[src/common/scs_pkg.sv]
// Constants, layouts and types of the start-up configuration sequencer
package scs_pkg;

  ////////////////////////////////////////////////////////////////////////////
  // Clock and timing, in microseconds
  localparam int SCS_CLK_MHZ          = 100;
  localparam int SCS_T_BACKUP_US      = 5000;
  localparam int SCS_T_BACKUP_LATE_US = 24000;
  localparam int SCS_T_RESET_US       = 2000;
  localparam int SCS_T_FIRST0_US      = 2000;
  localparam int SCS_T_FIRST1_US      = 2500;
  localparam int SCS_T_FIRST2_US      = 4000;
  localparam int SCS_T_FIRST3_US      = 7000;
  localparam int SCS_T_STEP0_US       = 500;
  localparam int SCS_T_STEP1_US       = 1000;
  localparam int SCS_T_STEP2_US       = 2000;
  localparam int SCS_T_STEP3_US       = 4000;
  localparam int SCS_CNT_W            = 24;

  ////////////////////////////////////////////////////////////////////////////
  // Rails and the default set
  localparam int SCS_NUM_RAILS     = 8;
  localparam int SCS_SLOT_W        = 5;
  localparam int SCS_RAIL_BUCK1    = 0;
  localparam int SCS_RAIL_BUCK2    = 1;
  localparam int SCS_RAIL_BUCK3A   = 2;
  localparam int SCS_RAIL_BUCK3B   = 3;
  localparam int SCS_RAIL_BOOST    = 4;
  localparam int SCS_RAIL_MEMREF   = 5;
  localparam int SCS_RAIL_LDO2     = 6;
  localparam int SCS_RAIL_LDO4     = 7;
  localparam logic [SCS_NUM_RAILS-1:0][SCS_SLOT_W-1:0] SCS_DFLT_SLOTS =
    {5'h03, 5'h02, 5'h03, 5'h00, 5'h03, 5'h03, 5'h02, 5'h01};
  localparam logic [1:0] SCS_DFLT_STEP    = 2'h1;
  localparam logic [1:0] SCS_RAMP_6P25    = 2'h1;
  localparam logic [2:0] SCS_DFLT_ADDR_LO = 3'h0;
  localparam logic [3:0] SCS_ADDR_HI      = 4'h1;

  ////////////////////////////////////////////////////////////////////////////
  // Fuse words: one per rail, then one general word
  localparam int         SCS_MEM_DW     = 16;
  localparam int         SCS_MEM_AW     = 4;
  localparam logic [3:0] SCS_GEN_IDX    = 4'h8;
  localparam logic [3:0] SCS_LD_LAST    = 4'h9;
  localparam int         SCS_GEN_STEP_P = 0;
  localparam int         SCS_GEN_RAMP_P = 2;
  localparam int         SCS_GEN_PG_P   = 4;
  localparam int         SCS_GEN_TRIG_P = 5;
  localparam int         SCS_GEN_ADDR_P = 6;

  ////////////////////////////////////////////////////////////////////////////
  // Register map, byte addresses
  localparam int          SCS_AW         = 12;
  localparam logic [11:0] SCS_OFF_STATUS = 12'h000;
  localparam logic [11:0] SCS_OFF_PROG   = 12'h004;
  localparam logic [11:0] SCS_OFF_CONFIG = 12'h008;
  localparam logic [11:0] SCS_OFF_ENABLE = 12'h00C;
  localparam logic [11:0] SCS_OFF_FUSE0  = 12'h040;
  localparam logic [11:0] SCS_OFF_FUSEL  = 12'h060;
  localparam int          SCS_ST_SRC_P   = 9;
  localparam int          SCS_ST_PROG_P  = 10;
  localparam int          SCS_ST_RST_P   = 11;
  localparam int          SCS_ST_BKUP_P  = 12;
  localparam int          SCS_ST_COIN_P  = 13;
  localparam int          SCS_ST_SLOT_P  = 16;
  localparam int          SCS_CF_ADDR_P  = 6;

  ////////////////////////////////////////////////////////////////////////////
  // Sequencer states
  typedef enum logic [8:0] {
    SCS_ST_OFF   = 9'h001,
    SCS_ST_BKUP  = 9'h002,
    SCS_ST_LOAD  = 9'h004,
    SCS_ST_HALT  = 9'h008,
    SCS_ST_IDLE  = 9'h010,
    SCS_ST_FIRST = 9'h020,
    SCS_ST_STEP  = 9'h040,
    SCS_ST_RSTW  = 9'h080,
    SCS_ST_RUN   = 9'h100
  } scs_state_t;

endpackage

[src/scs_cfg_mem.sv]
// Small fuse-image memory with registered read data
`timescale 1ns/1ps
`default_nettype none
module scs_cfg_mem #(
  parameter int DW    = 16,
  parameter int AW    = 4,
  parameter int DEPTH = 16
) (
  input  wire logic          pclk,
  input  wire logic          presetn,
  input  wire logic          we,
  input  wire logic [AW-1:0] addr,
  input  wire logic [DW-1:0] wdata,
  output logic      [DW-1:0] rdata_q
);

  logic [DW-1:0] mem_q [DEPTH];

  ////////////////////////////////////////////////////////////////////////////
  // Array has no reset, like real fuse storage it is written before use
  always_ff @(posedge pclk) begin
    if (we) begin
      mem_q[addr] <= wdata;
    end
  end

  // Read-before-write on the same address
  always_ff @(posedge pclk or negedge presetn) begin
    if (!presetn) begin
      rdata_q <= '0;
    end else begin
      rdata_q <= mem_q[addr];
    end
  end

endmodule
`default_nettype wire

[src/scs_sequencer.sv]
// Start-up configuration sequencer with APB register port
`timescale 1ns/1ps
`default_nettype none
module scs_sequencer #(
  parameter int CYC_PER_US = scs_pkg::SCS_CLK_MHZ
) (
  input  wire logic                               pclk,
  input  wire logic                               presetn,
  input  wire logic [scs_pkg::SCS_AW-1:0]         paddr,
  input  wire logic                               psel,
  input  wire logic                               penable,
  input  wire logic                               pwrite,
  input  wire logic [31:0]                        pwdata,
  output logic      [31:0]                        prdata,
  output logic                                    pready,
  output logic                                    pslverr,
  input  wire logic                               config_source_strap,
  input  wire logic                               main_supply_input,
  input  wire logic                               coin_cell_input,
  input  wire logic                               power_on_input,
  output logic      [scs_pkg::SCS_NUM_RAILS-1:0]  rail_en,
  output logic                                    backup_rail_en,
  output logic                                    host_reset_out_o,
  output logic                                    host_reset_out_oe,
  output logic      [6:0]                         slave_addr,
  output logic      [1:0]                         voltage_ramp_rate,
  output logic                                    power_good_mode
);
  import scs_pkg::*;

  localparam int NR = SCS_NUM_RAILS;
  localparam int CW = SCS_CNT_W;
  typedef logic [NR-1:0][SCS_SLOT_W-1:0] scs_slots_t;

  scs_state_t            st_q, st_d;
  logic [CW-1:0]         cnt_q, cnt_d;
  logic [SCS_SLOT_W-1:0] cur_q, cur_d;
  logic [3:0]            sync1_q, sync2_q;
  logic                  strap_s, main_s, coin_s, pwr_s;
  logic                  src_dflt_q, coin_early_q, prog_q;
  logic [3:0]            ld_idx_q;
  scs_slots_t            slot_q;
  logic [1:0]            step_q, ramp_q;
  logic                  pg_q, trig_q;
  logic [2:0]            addr_lo_q;
  logic [NR-1:0]         rail_en_q;
  logic                  bkup_q, rst_q;
  logic [1:0]            rd_ph_q;
  logic [31:0]           prdata_q, rd_mux;
  logic                  acc, fuse_hit, mapped, mem_busy, mem_we;
  logic [SCS_MEM_AW-1:0] mem_addr;
  logic [SCS_MEM_DW-1:0] mem_rdata;
  logic                  seq_on;

  ////////////////////////////////////////////////////////////////////////////
  // Cycle counts from microseconds, minus one for a down-counter to zero
  function automatic logic [CW-1:0] us_cyc(input int us);
    return CW'(us * CYC_PER_US - 1);
  endfunction

  function automatic logic [CW-1:0] first_cyc(input logic [1:0] code);
    unique case (code)
      2'h0:    return us_cyc(SCS_T_FIRST0_US);
      2'h1:    return us_cyc(SCS_T_FIRST1_US);
      2'h2:    return us_cyc(SCS_T_FIRST2_US);
      default: return us_cyc(SCS_T_FIRST3_US);
    endcase
  endfunction

  function automatic logic [CW-1:0] step_cyc(input logic [1:0] code);
    unique case (code)
      2'h0:    return us_cyc(SCS_T_STEP0_US);
      2'h1:    return us_cyc(SCS_T_STEP1_US);
      2'h2:    return us_cyc(SCS_T_STEP2_US);
      default: return us_cyc(SCS_T_STEP3_US);
    endcase
  endfunction

  // Highest programmed slot ends the sequence
  function automatic logic [SCS_SLOT_W-1:0] max_slot(input scs_slots_t s);
    logic [SCS_SLOT_W-1:0] m;
    m = '0;
    for (int i = 0; i < NR; i++) begin
      if (s[i] > m) begin
        m = s[i];
      end
    end
    return m;
  endfunction

  ////////////////////////////////////////////////////////////////////////////
  // Pin synchronisers; only the second stage is read
  always_ff @(posedge pclk or negedge presetn) begin
    if (!presetn) begin
      sync1_q <= 4'h0;
      sync2_q <= 4'h0;
    end else begin
      sync1_q <= {power_on_input, coin_cell_input, main_supply_input, config_source_strap};
      sync2_q <= sync1_q;
    end
  end
  assign strap_s = sync2_q[0];
  assign main_s  = sync2_q[1];
  assign coin_s  = sync2_q[2];
  assign pwr_s   = sync2_q[3];

  ////////////////////////////////////////////////////////////////////////////
  // Next state; supply loss overrides everything
  always_comb begin
    st_d  = st_q;
    cnt_d = (cnt_q != '0) ? cnt_q - 1'b1 : cnt_q;
    cur_d = cur_q;
    if (!main_s) begin
      st_d  = SCS_ST_OFF;
      cnt_d = '0;
      cur_d = '0;
    end else begin
      unique case (st_q)
        SCS_ST_OFF: begin
          st_d  = SCS_ST_BKUP;
          cnt_d = coin_s ? us_cyc(SCS_T_BACKUP_US) : us_cyc(SCS_T_BACKUP_LATE_US);
        end
        SCS_ST_BKUP: begin
          if (cnt_q == '0) begin
            st_d = SCS_ST_LOAD;
          end
        end
        SCS_ST_LOAD: begin
          if (src_dflt_q) begin
            st_d = SCS_ST_IDLE;
          end else if (!prog_q) begin
            st_d = SCS_ST_HALT;
          end else if (ld_idx_q == SCS_LD_LAST) begin
            st_d = SCS_ST_IDLE;
          end
        end
        SCS_ST_HALT: begin
          if (prog_q) begin
            st_d = SCS_ST_LOAD;
          end
        end
        SCS_ST_IDLE: begin
          if (pwr_s) begin
            st_d  = SCS_ST_FIRST;
            cnt_d = first_cyc(step_q);
            cur_d = '0;
          end
        end
        SCS_ST_FIRST, SCS_ST_STEP, SCS_ST_RSTW, SCS_ST_RUN: begin
          if (!pwr_s) begin
            st_d  = SCS_ST_IDLE;
            cnt_d = '0;
            cur_d = '0;
          end else if (st_q == SCS_ST_FIRST) begin
            if (cnt_q == '0) begin
              st_d  = SCS_ST_STEP;
              cur_d = 5'h01;
              cnt_d = step_cyc(step_q);
            end
          end else if (st_q == SCS_ST_STEP) begin
            if (cur_q >= max_slot(slot_q)) begin
              st_d  = SCS_ST_RSTW;
              cnt_d = us_cyc(SCS_T_RESET_US);
            end else if (cnt_q == '0) begin
              cur_d = cur_q + 1'b1;
              cnt_d = step_cyc(step_q);
            end
          end else if (st_q == SCS_ST_RSTW) begin
            if (cnt_q == '0) begin
              st_d = SCS_ST_RUN;
            end
          end
        end
        default: st_d = SCS_ST_OFF;
      endcase
    end
  end

  always_ff @(posedge pclk or negedge presetn) begin
    if (!presetn) begin
      st_q  <= SCS_ST_OFF;
      cnt_q <= '0;
      cur_q <= '0;
    end else begin
      st_q  <= st_d;
      cnt_q <= cnt_d;
      cur_q <= cur_d;
    end
  end

  ////////////////////////////////////////////////////////////////////////////
  // Strap and coin cell caught once per supply power-up
  always_ff @(posedge pclk or negedge presetn) begin
    if (!presetn) begin
      src_dflt_q   <= 1'b0;
      coin_early_q <= 1'b0;
    end else if (st_q == SCS_ST_OFF && main_s) begin
      src_dflt_q   <= strap_s;
      coin_early_q <= coin_s;
    end
  end

  ////////////////////////////////////////////////////////////////////////////
  // Configuration load: default set in one cycle, fuses word by word
  always_ff @(posedge pclk or negedge presetn) begin
    if (!presetn) begin
      ld_idx_q  <= 4'h0;
      slot_q    <= '0;
      step_q    <= SCS_DFLT_STEP;
      ramp_q    <= SCS_RAMP_6P25;
      pg_q      <= 1'b0;
      trig_q    <= 1'b0;
      addr_lo_q <= SCS_DFLT_ADDR_LO;
    end else begin
      ld_idx_q <= (st_q == SCS_ST_LOAD && !src_dflt_q && prog_q) ? ld_idx_q + 1'b1 : 4'h0;
      if (st_q == SCS_ST_LOAD && src_dflt_q) begin
        slot_q    <= SCS_DFLT_SLOTS;
        step_q    <= SCS_DFLT_STEP;
        ramp_q    <= SCS_RAMP_6P25;
        pg_q      <= 1'b0;
        trig_q    <= 1'b0;
        addr_lo_q <= SCS_DFLT_ADDR_LO;
      end else if (st_q == SCS_ST_LOAD && prog_q && ld_idx_q != 4'h0) begin
        // Read data lags the address by one cycle
        if (ld_idx_q - 1'b1 == SCS_GEN_IDX) begin
          step_q    <= mem_rdata[SCS_GEN_STEP_P +: 2];
          ramp_q    <= mem_rdata[SCS_GEN_RAMP_P +: 2];
          pg_q      <= mem_rdata[SCS_GEN_PG_P];
          trig_q    <= mem_rdata[SCS_GEN_TRIG_P];
          addr_lo_q <= mem_rdata[SCS_GEN_ADDR_P +: 3];
        end else begin
          slot_q[3'(ld_idx_q - 1'b1)] <= mem_rdata[SCS_SLOT_W-1:0];
        end
      end
    end
  end

  ////////////////////////////////////////////////////////////////////////////
  // Rail enables, backup rail and host reset
  assign seq_on = (st_q == SCS_ST_STEP) || (st_q == SCS_ST_RSTW) || (st_q == SCS_ST_RUN);

  always_ff @(posedge pclk or negedge presetn) begin
    if (!presetn) begin
      rail_en_q <= '0;
    end else begin
      for (int i = 0; i < NR; i++) begin
        rail_en_q[i] <= seq_on && pwr_s && main_s && slot_q[i] != '0 && slot_q[i] <= cur_q;
      end
    end
  end

  always_ff @(posedge pclk or negedge presetn) begin
    if (!presetn) begin
      bkup_q <= 1'b0;
    end else if (!main_s) begin
      bkup_q <= 1'b0;
    end else if (st_q == SCS_ST_BKUP && cnt_q == '0) begin
      bkup_q <= 1'b1;
    end
  end

  // Released only on entry to the run state; any turn-off reasserts it
  always_ff @(posedge pclk or negedge presetn) begin
    if (!presetn) begin
      rst_q <= 1'b1;
    end else begin
      rst_q <= (st_d != SCS_ST_RUN);
    end
  end

  assign rail_en           = rail_en_q;
  assign backup_rail_en    = bkup_q;
  assign host_reset_out_o  = 1'b0;
  assign host_reset_out_oe = rst_q;
  assign slave_addr        = {SCS_ADDR_HI, addr_lo_q};
  assign voltage_ramp_rate = ramp_q;
  assign power_good_mode   = pg_q;

  ////////////////////////////////////////////////////////////////////////////
  // APB slave; works in every state, fuse window stalls only during load
  assign acc      = psel && penable;
  assign fuse_hit = (paddr >= SCS_OFF_FUSE0) && (paddr <= SCS_OFF_FUSEL) && (paddr[1:0] == 2'h0);
  assign mapped   = fuse_hit || paddr == SCS_OFF_STATUS || paddr == SCS_OFF_PROG ||
                    paddr == SCS_OFF_CONFIG || paddr == SCS_OFF_ENABLE;
  assign mem_busy = (st_q == SCS_ST_LOAD);
  assign pready   = pwrite ? !(fuse_hit && mem_busy) : (rd_ph_q == 2'h2);
  assign pslverr  = acc && pready && !mapped;
  assign prdata   = prdata_q;
  // Fuses freeze once marked programmed
  assign mem_we   = acc && pwrite && fuse_hit && !mem_busy && !prog_q;
  assign mem_addr = mem_busy ? ld_idx_q : paddr[5:2];

  always_comb begin
    rd_mux = 32'h0000_0000;
    if (fuse_hit) begin
      rd_mux[SCS_MEM_DW-1:0] = mem_rdata;
    end else if (paddr == SCS_OFF_STATUS) begin
      rd_mux[8:0]                         = st_q;
      rd_mux[SCS_ST_SRC_P]                = src_dflt_q;
      rd_mux[SCS_ST_PROG_P]               = prog_q;
      rd_mux[SCS_ST_RST_P]                = rst_q;
      rd_mux[SCS_ST_BKUP_P]               = bkup_q;
      rd_mux[SCS_ST_COIN_P]               = coin_early_q;
      rd_mux[SCS_ST_SLOT_P +: SCS_SLOT_W] = cur_q;
    end else if (paddr == SCS_OFF_PROG) begin
      rd_mux[0] = prog_q;
    end else if (paddr == SCS_OFF_CONFIG) begin
      rd_mux[SCS_GEN_STEP_P +: 2] = step_q;
      rd_mux[SCS_GEN_RAMP_P +: 2] = ramp_q;
      rd_mux[SCS_GEN_PG_P]        = pg_q;
      rd_mux[SCS_GEN_TRIG_P]      = trig_q;
      rd_mux[SCS_CF_ADDR_P +: 7]  = slave_addr;
    end else if (paddr == SCS_OFF_ENABLE) begin
      rd_mux[NR-1:0] = rail_en_q;
    end
  end

  // Reads take two wait cycles so read data leaves a flip-flop
  always_ff @(posedge pclk or negedge presetn) begin
    if (!presetn) begin
      rd_ph_q  <= 2'h0;
      prdata_q <= 32'h0000_0000;
    end else if (acc && !pwrite) begin
      unique case (rd_ph_q)
        2'h0:    rd_ph_q <= (fuse_hit && mem_busy) ? 2'h0 : 2'h1;
        2'h1: begin
          rd_ph_q  <= 2'h2;
          prdata_q <= rd_mux;
        end
        default: rd_ph_q <= 2'h0;
      endcase
    end else begin
      rd_ph_q <= 2'h0;
    end
  end

  // Programmed mark is one-time: only hardware reset clears it
  always_ff @(posedge pclk or negedge presetn) begin
    if (!presetn) begin
      prog_q <= 1'b0;
    end else if (acc && pwrite && paddr == SCS_OFF_PROG && pwdata[0]) begin
      prog_q <= 1'b1;
    end
  end

  scs_cfg_mem #(
    .DW    (SCS_MEM_DW),
    .AW    (SCS_MEM_AW),
    .DEPTH (16)
  ) u_mem (
    .pclk    (pclk),
    .presetn (presetn),
    .we      (mem_we),
    .addr    (mem_addr),
    .wdata   (pwdata[SCS_MEM_DW-1:0]),
    .rdata_q (mem_rdata)
  );

  ////////////////////////////////////////////////////////////////////////////
  // Assertions
  // Rails placed exactly at slot n, kept apart from the enable logic on purpose
  function automatic logic [NR-1:0] at_slot(input scs_slots_t s, input logic [SCS_SLOT_W-1:0] n);
    logic [NR-1:0] r;
    r = '0;
    for (int i = 0; i < NR; i++) begin
      r[i] = (s[i] == n);
    end
    return r;
  endfunction
endmodule
`default_nettype wire

[config.mk]
export PLATFORM = sky130hd
export DESIGN_NAME = scs_sequencer
export DESIGN_NICKNAME = d
export VERILOG_FILES = /design/src/common/scs_pkg.sv /design/src/scs_cfg_mem.sv /design/src/scs_sequencer.sv
export SDC_FILE = /design/constraint.sdc
export NUM_CORES = 1
export LEC_CHECK = 0
export ABC_AREA = 1
export BUFFER_PORTS_ARGS = -buffer_cell sky130_fd_sc_hd__buf_2
export CAP_MARGIN = 20
export CORE_MARGIN = 8
export CORE_UTILIZATION = 55
export DETAILED_ROUTE_END_ITERATION = 12
export GPL_TIMING_DRIVEN = 0
export PLACE_DENSITY = 0.76
export SETUP_SLACK_MARGIN = 0.3
export SLEW_MARGIN = 20
export SYNTH_ARGS = -nofsm -noshare
export SYNTH_HDL_FRONTEND = slang
export SYNTH_SLANG_ARGS = --single-unit
[constraint.sdc]
create_clock -name pclk -period 8.8 [get_ports pclk]
set_clock_uncertainty 0.2 [all_clocks]
set_input_delay 0.44 -clock pclk [delete_from_list [all_inputs] [get_ports pclk]]
set_output_delay 0.44 -clock pclk [all_outputs]
set_load 0.01 [all_outputs]
* After elaboration in Yosys (flattened, before gate mapping)
Memory sizes are Yosys's and may differ from the RTL's. A register that Yosys moved wholly into a read port is not among the register bits. Index checks and enable logic that the tools add are counted.
Word-level totals: flip-flop bits (word level) 135, memories 1, bits in writable memories 256, ROM bits 0, word-level logic and storage cells 279, bits of input ports 53, latch bits 0
Operators by class: bitwise logic cells 0, shift-type cells 0, reduce and logical (&&, ||, !) cells 74, divide/modulo/power cells 0, multiply operators 0, muxes and demuxes 126, add/subtract/negate cells 4, magnitude comparators 21, equal/unequal tests 26
Memory list:
- u_mem.mem_q | words 16, bits a word 16, rd ports 1, clocked after Yosys merged registers in 1, write ports 1, RTL line scs_cfg_mem.sv:17 | logic [DW-1:0] mem_q [DEPTH];
Operator list (number):
- $mux 5 | 59
- $mux 24 | 8
- $mux 9 | 14
- $mux 40 | 3
- $pmux 24 s3 | 1
- $pmux 20 s3 | 1
- $pmux 19 s3 | 1
- $pmux 9 s6 | 1
- $bwmux 40 | 1
- $le 5x5->1 | 8
- $reduce_bool 5->1 | 8
- $logic_and 1x1->1 | 39
- $gt 5x5->1 | 7
- $eq 12x4->1 const B | 2
- $logic_not 24->1 | 1
- $reduce_bool 24->1 | 1
- $sub 24x1->24 const B | 1
- $mux 22 | 1
- $mux 2 | 9
- $mux 8 | 2
- $demux 5 s3 | 1
- $mux 1 | 14
- $mux 14 | 1
- $mux 13 | 1
- other kinds (43) | 66

* Longest topological paths before layout
word-level depth 64, mapped depth 79, depth with buffers taken out 79

* Cells and area by module
From an unflattened synthesis, not the netlist that was laid out.
Second synthesis, totals: cell total of the unflattened synthesis 2467, area total of the unflattened synthesis 21425.5 um^2
By module, submodules not included:
- scs_cfg_mem | area an instance 11232.0 um^2, cells each 1070, sequential area each 8087.8 um^2, times used 1
- scs_sequencer | area an instance 10193.5 um^2, cells each 1397, sequential area each 3383.2 um^2, times used 1

* Least setup slack after synthesis
No wires, ideal clock.
kind flip-flop to flip-flop, from register slot_q[4] (netlist bit), to register cnt_q[21], slack -0.447 ns, buffers on the path 0, library setup time 0.077 ns, cell stages (with the launch flop) 77, required time 8.523 ns, arrival time 8.971 ns, cell sequence dfrtp_1 > inv_1 > ha_1 > nand2_1 > nor2_1 > nand2_1 > nand3_1 > nand2_1 > nand2_1 > nand2_1 > ha_1 > nand2_1 > nand2_1 > nand2_1 > nand3_1 > nand2_1 > inv_1 > nand2_1 > [... 41 more ...] > a21oi_1 > inv_1 > or2_2 > nand2_1 > ha_1 > nand2_1 > inv_1 > a21oi_1 > nand3_1 > nand2_1 > nand2_1 > nor2_1 > inv_1 > nand3_1 > nand2_1 > nor2_1 > nand2_1 > o21ai_1
Between the ends: longest elaborated chain between the ends 63
Ends and longest elaborated chain:
- start: declaration | RTL line scs_sequencer.sv:42 | scs_slots_t slot_q;
- start signal: indexed assignment | RTL line scs_sequencer.sv:232 | slot_q[3'(ld_idx_q - 1'b1)] <= mem_rdata[SCS_SLOT_W-1:0];
- $gt 5x1->1 | RTL line scs_sequencer.sv:84 | if (s[i] > m) begin
- $mux 5 (*) | RTL line scs_sequencer.sv:84
- $mux 5 (*) | RTL line scs_sequencer.sv:160 | end else if (st_q == SCS_ST_STEP) begin
- $mux 5 (*) | RTL line scs_sequencer.sv:154 | end else if (st_q == SCS_ST_FIRST) begin
- $mux 5 (*) | RTL line scs_sequencer.sv:150 | if (!pwr_s) begin
- $mux 5 (*) | RTL line scs_sequencer.sv:118 | unique case (st_q)
- $mux 5 (*) | RTL line scs_sequencer.sv:113 | if (!main_s) begin
- $gt 5x5->1 | RTL line scs_sequencer.sv:84
- [... 48 more ...]
- $ge 5x5->1 (*) | RTL line scs_sequencer.sv:161 | if (cur_q >= max_slot(slot_q)) begin
- $mux 24 (*) | RTL line scs_sequencer.sv:161
- $mux 24 (*) | RTL line scs_sequencer.sv:160
- $mux 24 (*) | RTL line scs_sequencer.sv:154
- $mux 24 (*) | RTL line scs_sequencer.sv:150
- $pmux 24 s3 (*) | RTL line scs_sequencer.sv:118
- $mux 24 (*) | RTL line scs_sequencer.sv:113
- via cnt_d[21] | RTL line scs_sequencer.sv:36 | logic [CW-1:0] cnt_q, cnt_d;
- end signal: assignment | RTL line scs_sequencer.sv:186 | cnt_q <= cnt_d;
- end: declaration | RTL line scs_sequencer.sv:36
The timed path passes the listed nets; every way through them passes the cells marked *. The select of a mux whose other input is x is not followed. A chain may end at the register's enable or synchronous reset.

* Worst setup path after layout
from register slot_q[2] (netlist bit), to register cnt_q[4]
The elaborated chain is that of the path after synthesis.

==> flow_summary.toml <==
[sta]
setup_viol = 32
hold_viol = 0
rsz0062_at_grt = "yes"
post-route-worst-setup-slack_ns = -0.782
final.setup.tns_ns = -21.45
period_minus_slack_ns = 9.58
tightest_slew_ns = 0.760
max-slew-margin-rel_pct = 49.3
period_share_pct = 109
slew_viol_final = 0
fmax_ghz = 0.104

[route]
route.vias.total = 17700
totalWireLength_um = 61000
drc_errors = 0
ant_nets = 0
first_pass_iters = 6
wl_per_cell_um = 19.4
drt_first_iter_violations = 1710
viasPerCell = 5.63

[cells_and_area]
n_antenna_cell = 0
n_fill_cell = 2767
multi_input_area_um2 = 9940
final-seq-area_um2 = 11500
syn_to_final_growth_pct = 24.8
final_nets = 2788
drive_above_1_share_pct = 20.6

[power_and_ir_drop]
p_leak_nw = 11.7
p_per_area_nw_per_um2 = 238
seqPwrFrac_pct = 35.3
p_sw_w = 0.00206
p_comb_share_pct = 35.1
peakVddDrop_mv = 0.243
swShare_pct = 33.5
power.total_w = 0.00615
internal_power_w = 0.00409
clkPwrFrac_pct = 29.6

[global_routing]
grt_max_degree = 96
overflow = 0
antenna_found_initial = 0
grt_pass1_vias = 17100
grt_first_pass_wirelength_um = 93000
grt_use_total_pct = 26.8

[clock_network]
clkLatencyLatePin_ns = 0.57
cts.path.max_buffers = 3
clk_pin_slew_ns = 0.06
cts_root_buf = "clkbuf_16"
cts_tree = "built"
htreeDepth = 2
cts_buffers = 42
clock-sinks = 407

[min_path]
hp-class = "in2reg"
hp-start = "pwrite"

[die]
ioPinCount = 108
die_h_um = 210
start_util_pct = 55.4
rows = 71
die_area_um2 = 44100
core_area_um2 = 37300
dieWidth_um = 210

[worst_setup_path]
crit_path_frequent_cell = "nand2_4"
slowest_stage = "dfrtp_1"
cp-start-kind = "flop"
arrival_ns = 9.82
startpoint = "slot_q[2]"
required_ns = 9.04
worstSetupPathType = "reg2reg"
crit_path_max_fanout = 6
crit_path_max_incr_delay_ns = 0.38
rr_startpoint = "slot_q[2]"
end_kind = "flop"

[yosys]
synth_cells = 2299
synth_cell_types = 56
ys_async_sr_fraction_pct = 37.1
yosysTopAreaCell = "edfxtp_1"
avgSynthCellArea_um2 = 8.99
ys_seq_elements = 407
synth-edff-count = 256
yosysSeqAreaShare_pct = 55.5
yosysWarnings = 0
syn-cell-area_um2 = 20700
synthDominantCellAreaShare_pct = 37.2
synth_area_leaders = "edfxtp_1 (37%), dfrtp_1 (18%), nand2_1 (15%)"
synth_ff_type = "edfxtp_1"

[placement]
dp_hpwl_um = 41700
gp_congestion = 0.957
port_buffers = 75

[flow_run]
drv_cap = 0

[outcome]
violations = "setup timing"
status = "complete, but fails checks"
## worst paths after layout
path | endpoint | slack (ns) | cells after the start
max | cnt_q[4] | -0.78 | 71
min | prog_q | 0.02 | 3
max reg2reg | cnt_q[4] | -0.78 | 71
min reg2reg | sync2_q[1] | 0.14 | 0
max in group asynchronous | host_reset_out_oe | 7.26 | 3
min in group asynchronous | slot_q[27] | 0.33 | 2
## sequential cells by signal, indices dropped and copies added (netlist names), 4 cells and up
register	cells
rail_en	8
u_mem.mem_q	256
cnt_q	24
sync2_q	4
u_mem.rdata_q	16
slot_q	40
cur_q	5
st_q	9
ld_idx_q	4
sync1_q	4
prdata	21
## cells by family (layout without fill, tap and decap cells)
kind of cell / Yosys count / in the layout / synth area share, %
xor gates and xnor gates: 15 / 15 / 0.635
and+or+nand+nor: 1268 / 1268 / 25.8
buffers and inverters: 272 / 520 / 5.51
other: 2 / 128 / 0.0363
adders and majority gates: 94 / 94 / 5.69
AOI/OAI and AO/OA: 241 / 242 / 6.89
DFF: 407 / 407 / 55.5
## per-layer routing
layer | part of all wire, % | vias up | wire length, µm | global-route usage [%]
met3 | 7.9 | 175 | 4840 | 5.07
met4 | 3.8 | 0 | 2330 | 10.3
met5 | 0 | - | 0 | 0
met2 | 48 | 842 | 29500 | 45.0
met1 | 40 | 8399 | 24300 | 34.3
li1 | - | 8295 | - | -
## through the flow
stage | instances | hold WS (ns) | area, µm² | util [%] | setup slack (ns)
floorplan | 2425 | -0.0556 | 21300 | - | 0.190
CTS | 3130 | 0.0119 | 25000 | 67.1 | -0.270
global route | 3148 | 0.0255 | 25800 | 69.2 | -1.10
detailed placement | 2984 | 0.137 | 22400 | 60.1 | -1.10
finish | 3148 | 0.0190 | 25800 | 69.2 | -0.782
global placement | 2974 | 0.137 | 22200 | 59.6 | -0.833
## cell usage in the layout, fill, tap and decap left out, types with 29 or more instances in the layout
master / count
a21oi_1: 52
buf_2: 112
buf_4: 89
clkbuf_1: 32
clkbuf_16: 42
conb_1: 128
dfrtp_1: 147
edfxtp_1: 256
ha_1: 67
inv_1: 150
inv_2: 31
nand2_1: 751
nand2_2: 42
nand2_4: 29
nand3_1: 155
nand4_1: 52
nor2_1: 113
o21ai_0: 68
## power by group through the flow
| stage | clock network [W] | logic [W] | registers [W] |
|---|---|---|---|
| floorplan | 0 | 0.000825 | 0.00219 |
| global route | 0.00190 | 0.00229 | 0.00218 |
| detailed placement | 0 | 0.00114 | 0.00221 |
| global placement | 0 | 0.00112 | 0.00220 |
| finish | 0.00182 | 0.00216 | 0.00217 |
| CTS | 0.00184 | 0.00165 | 0.00217 |
## synthesized netlist by cell type, types with 2 or more instances
library cell and number:
o22ai_1 15, nand2_1 828, o2111ai_1 7, dfrtp_1 147
a21oi_1 71, conb_1 2, ha_1 94, o21ai_2 4
o21ai_1 11, nor2_4 5, or2_2 7, clkbuf_1 24
buf_4 17, a211oi_1 2, nand3_1 185, nand3b_1 6
a41oi_1 2, o211ai_1 18, buf_1 2, and2_1 11
xor2_1 12, nor2_1 129, nor3_1 24, dfstp_2 4
edfxtp_1 256, xnor2_1 3, a31oi_1 10, nand4_1 52
nor4_1 8, clkinv_1 2, o21bai_1 7, buf_2 38
o31ai_1 2, inv_1 179, o221ai_1 3, and3_1 2
inv_2 9, nor2_2 5, o21ai_0 79
## timing repair
item                                    in CTS  in global routing
buffers inserted                            63                 18
hold buffers                                 5                  0
cloned                                       1                  0
endpoints found under the setup margin      32                 32
resized for setup                          155                133
pin swaps                                   93                 84
hold endpoints to repair                    97                  0
## layout make-up
cell class | instances | area share (%)
clock buffers | 52 | 4.30
flip-flops and latches | 407 | 44.4
inverters | 190 | 2.90
multi-input cells | 1747 | 38.5
plain buffers | 82 | 1.65
repair buffers | 171 | 4.76
clock inverters | 25 | 1.14
well taps | 474 | 2.30
## worst max-delay path: cells and delay by family (launching register included)
| family | cells | cell delay (ns) |
|---|---|---|
| flip-flops | 1 | 0.38 |
| buffers and inverters | 12 | 0.93 |
| AND/OR/NAND/NOR | 44 | 4.70 |
| adder cells (fa/ha/maj) | 8 | 2.01 |
| AO/OA/AOI/OAI | 7 | 1.23 |
(Power assumes the default switching activity.)
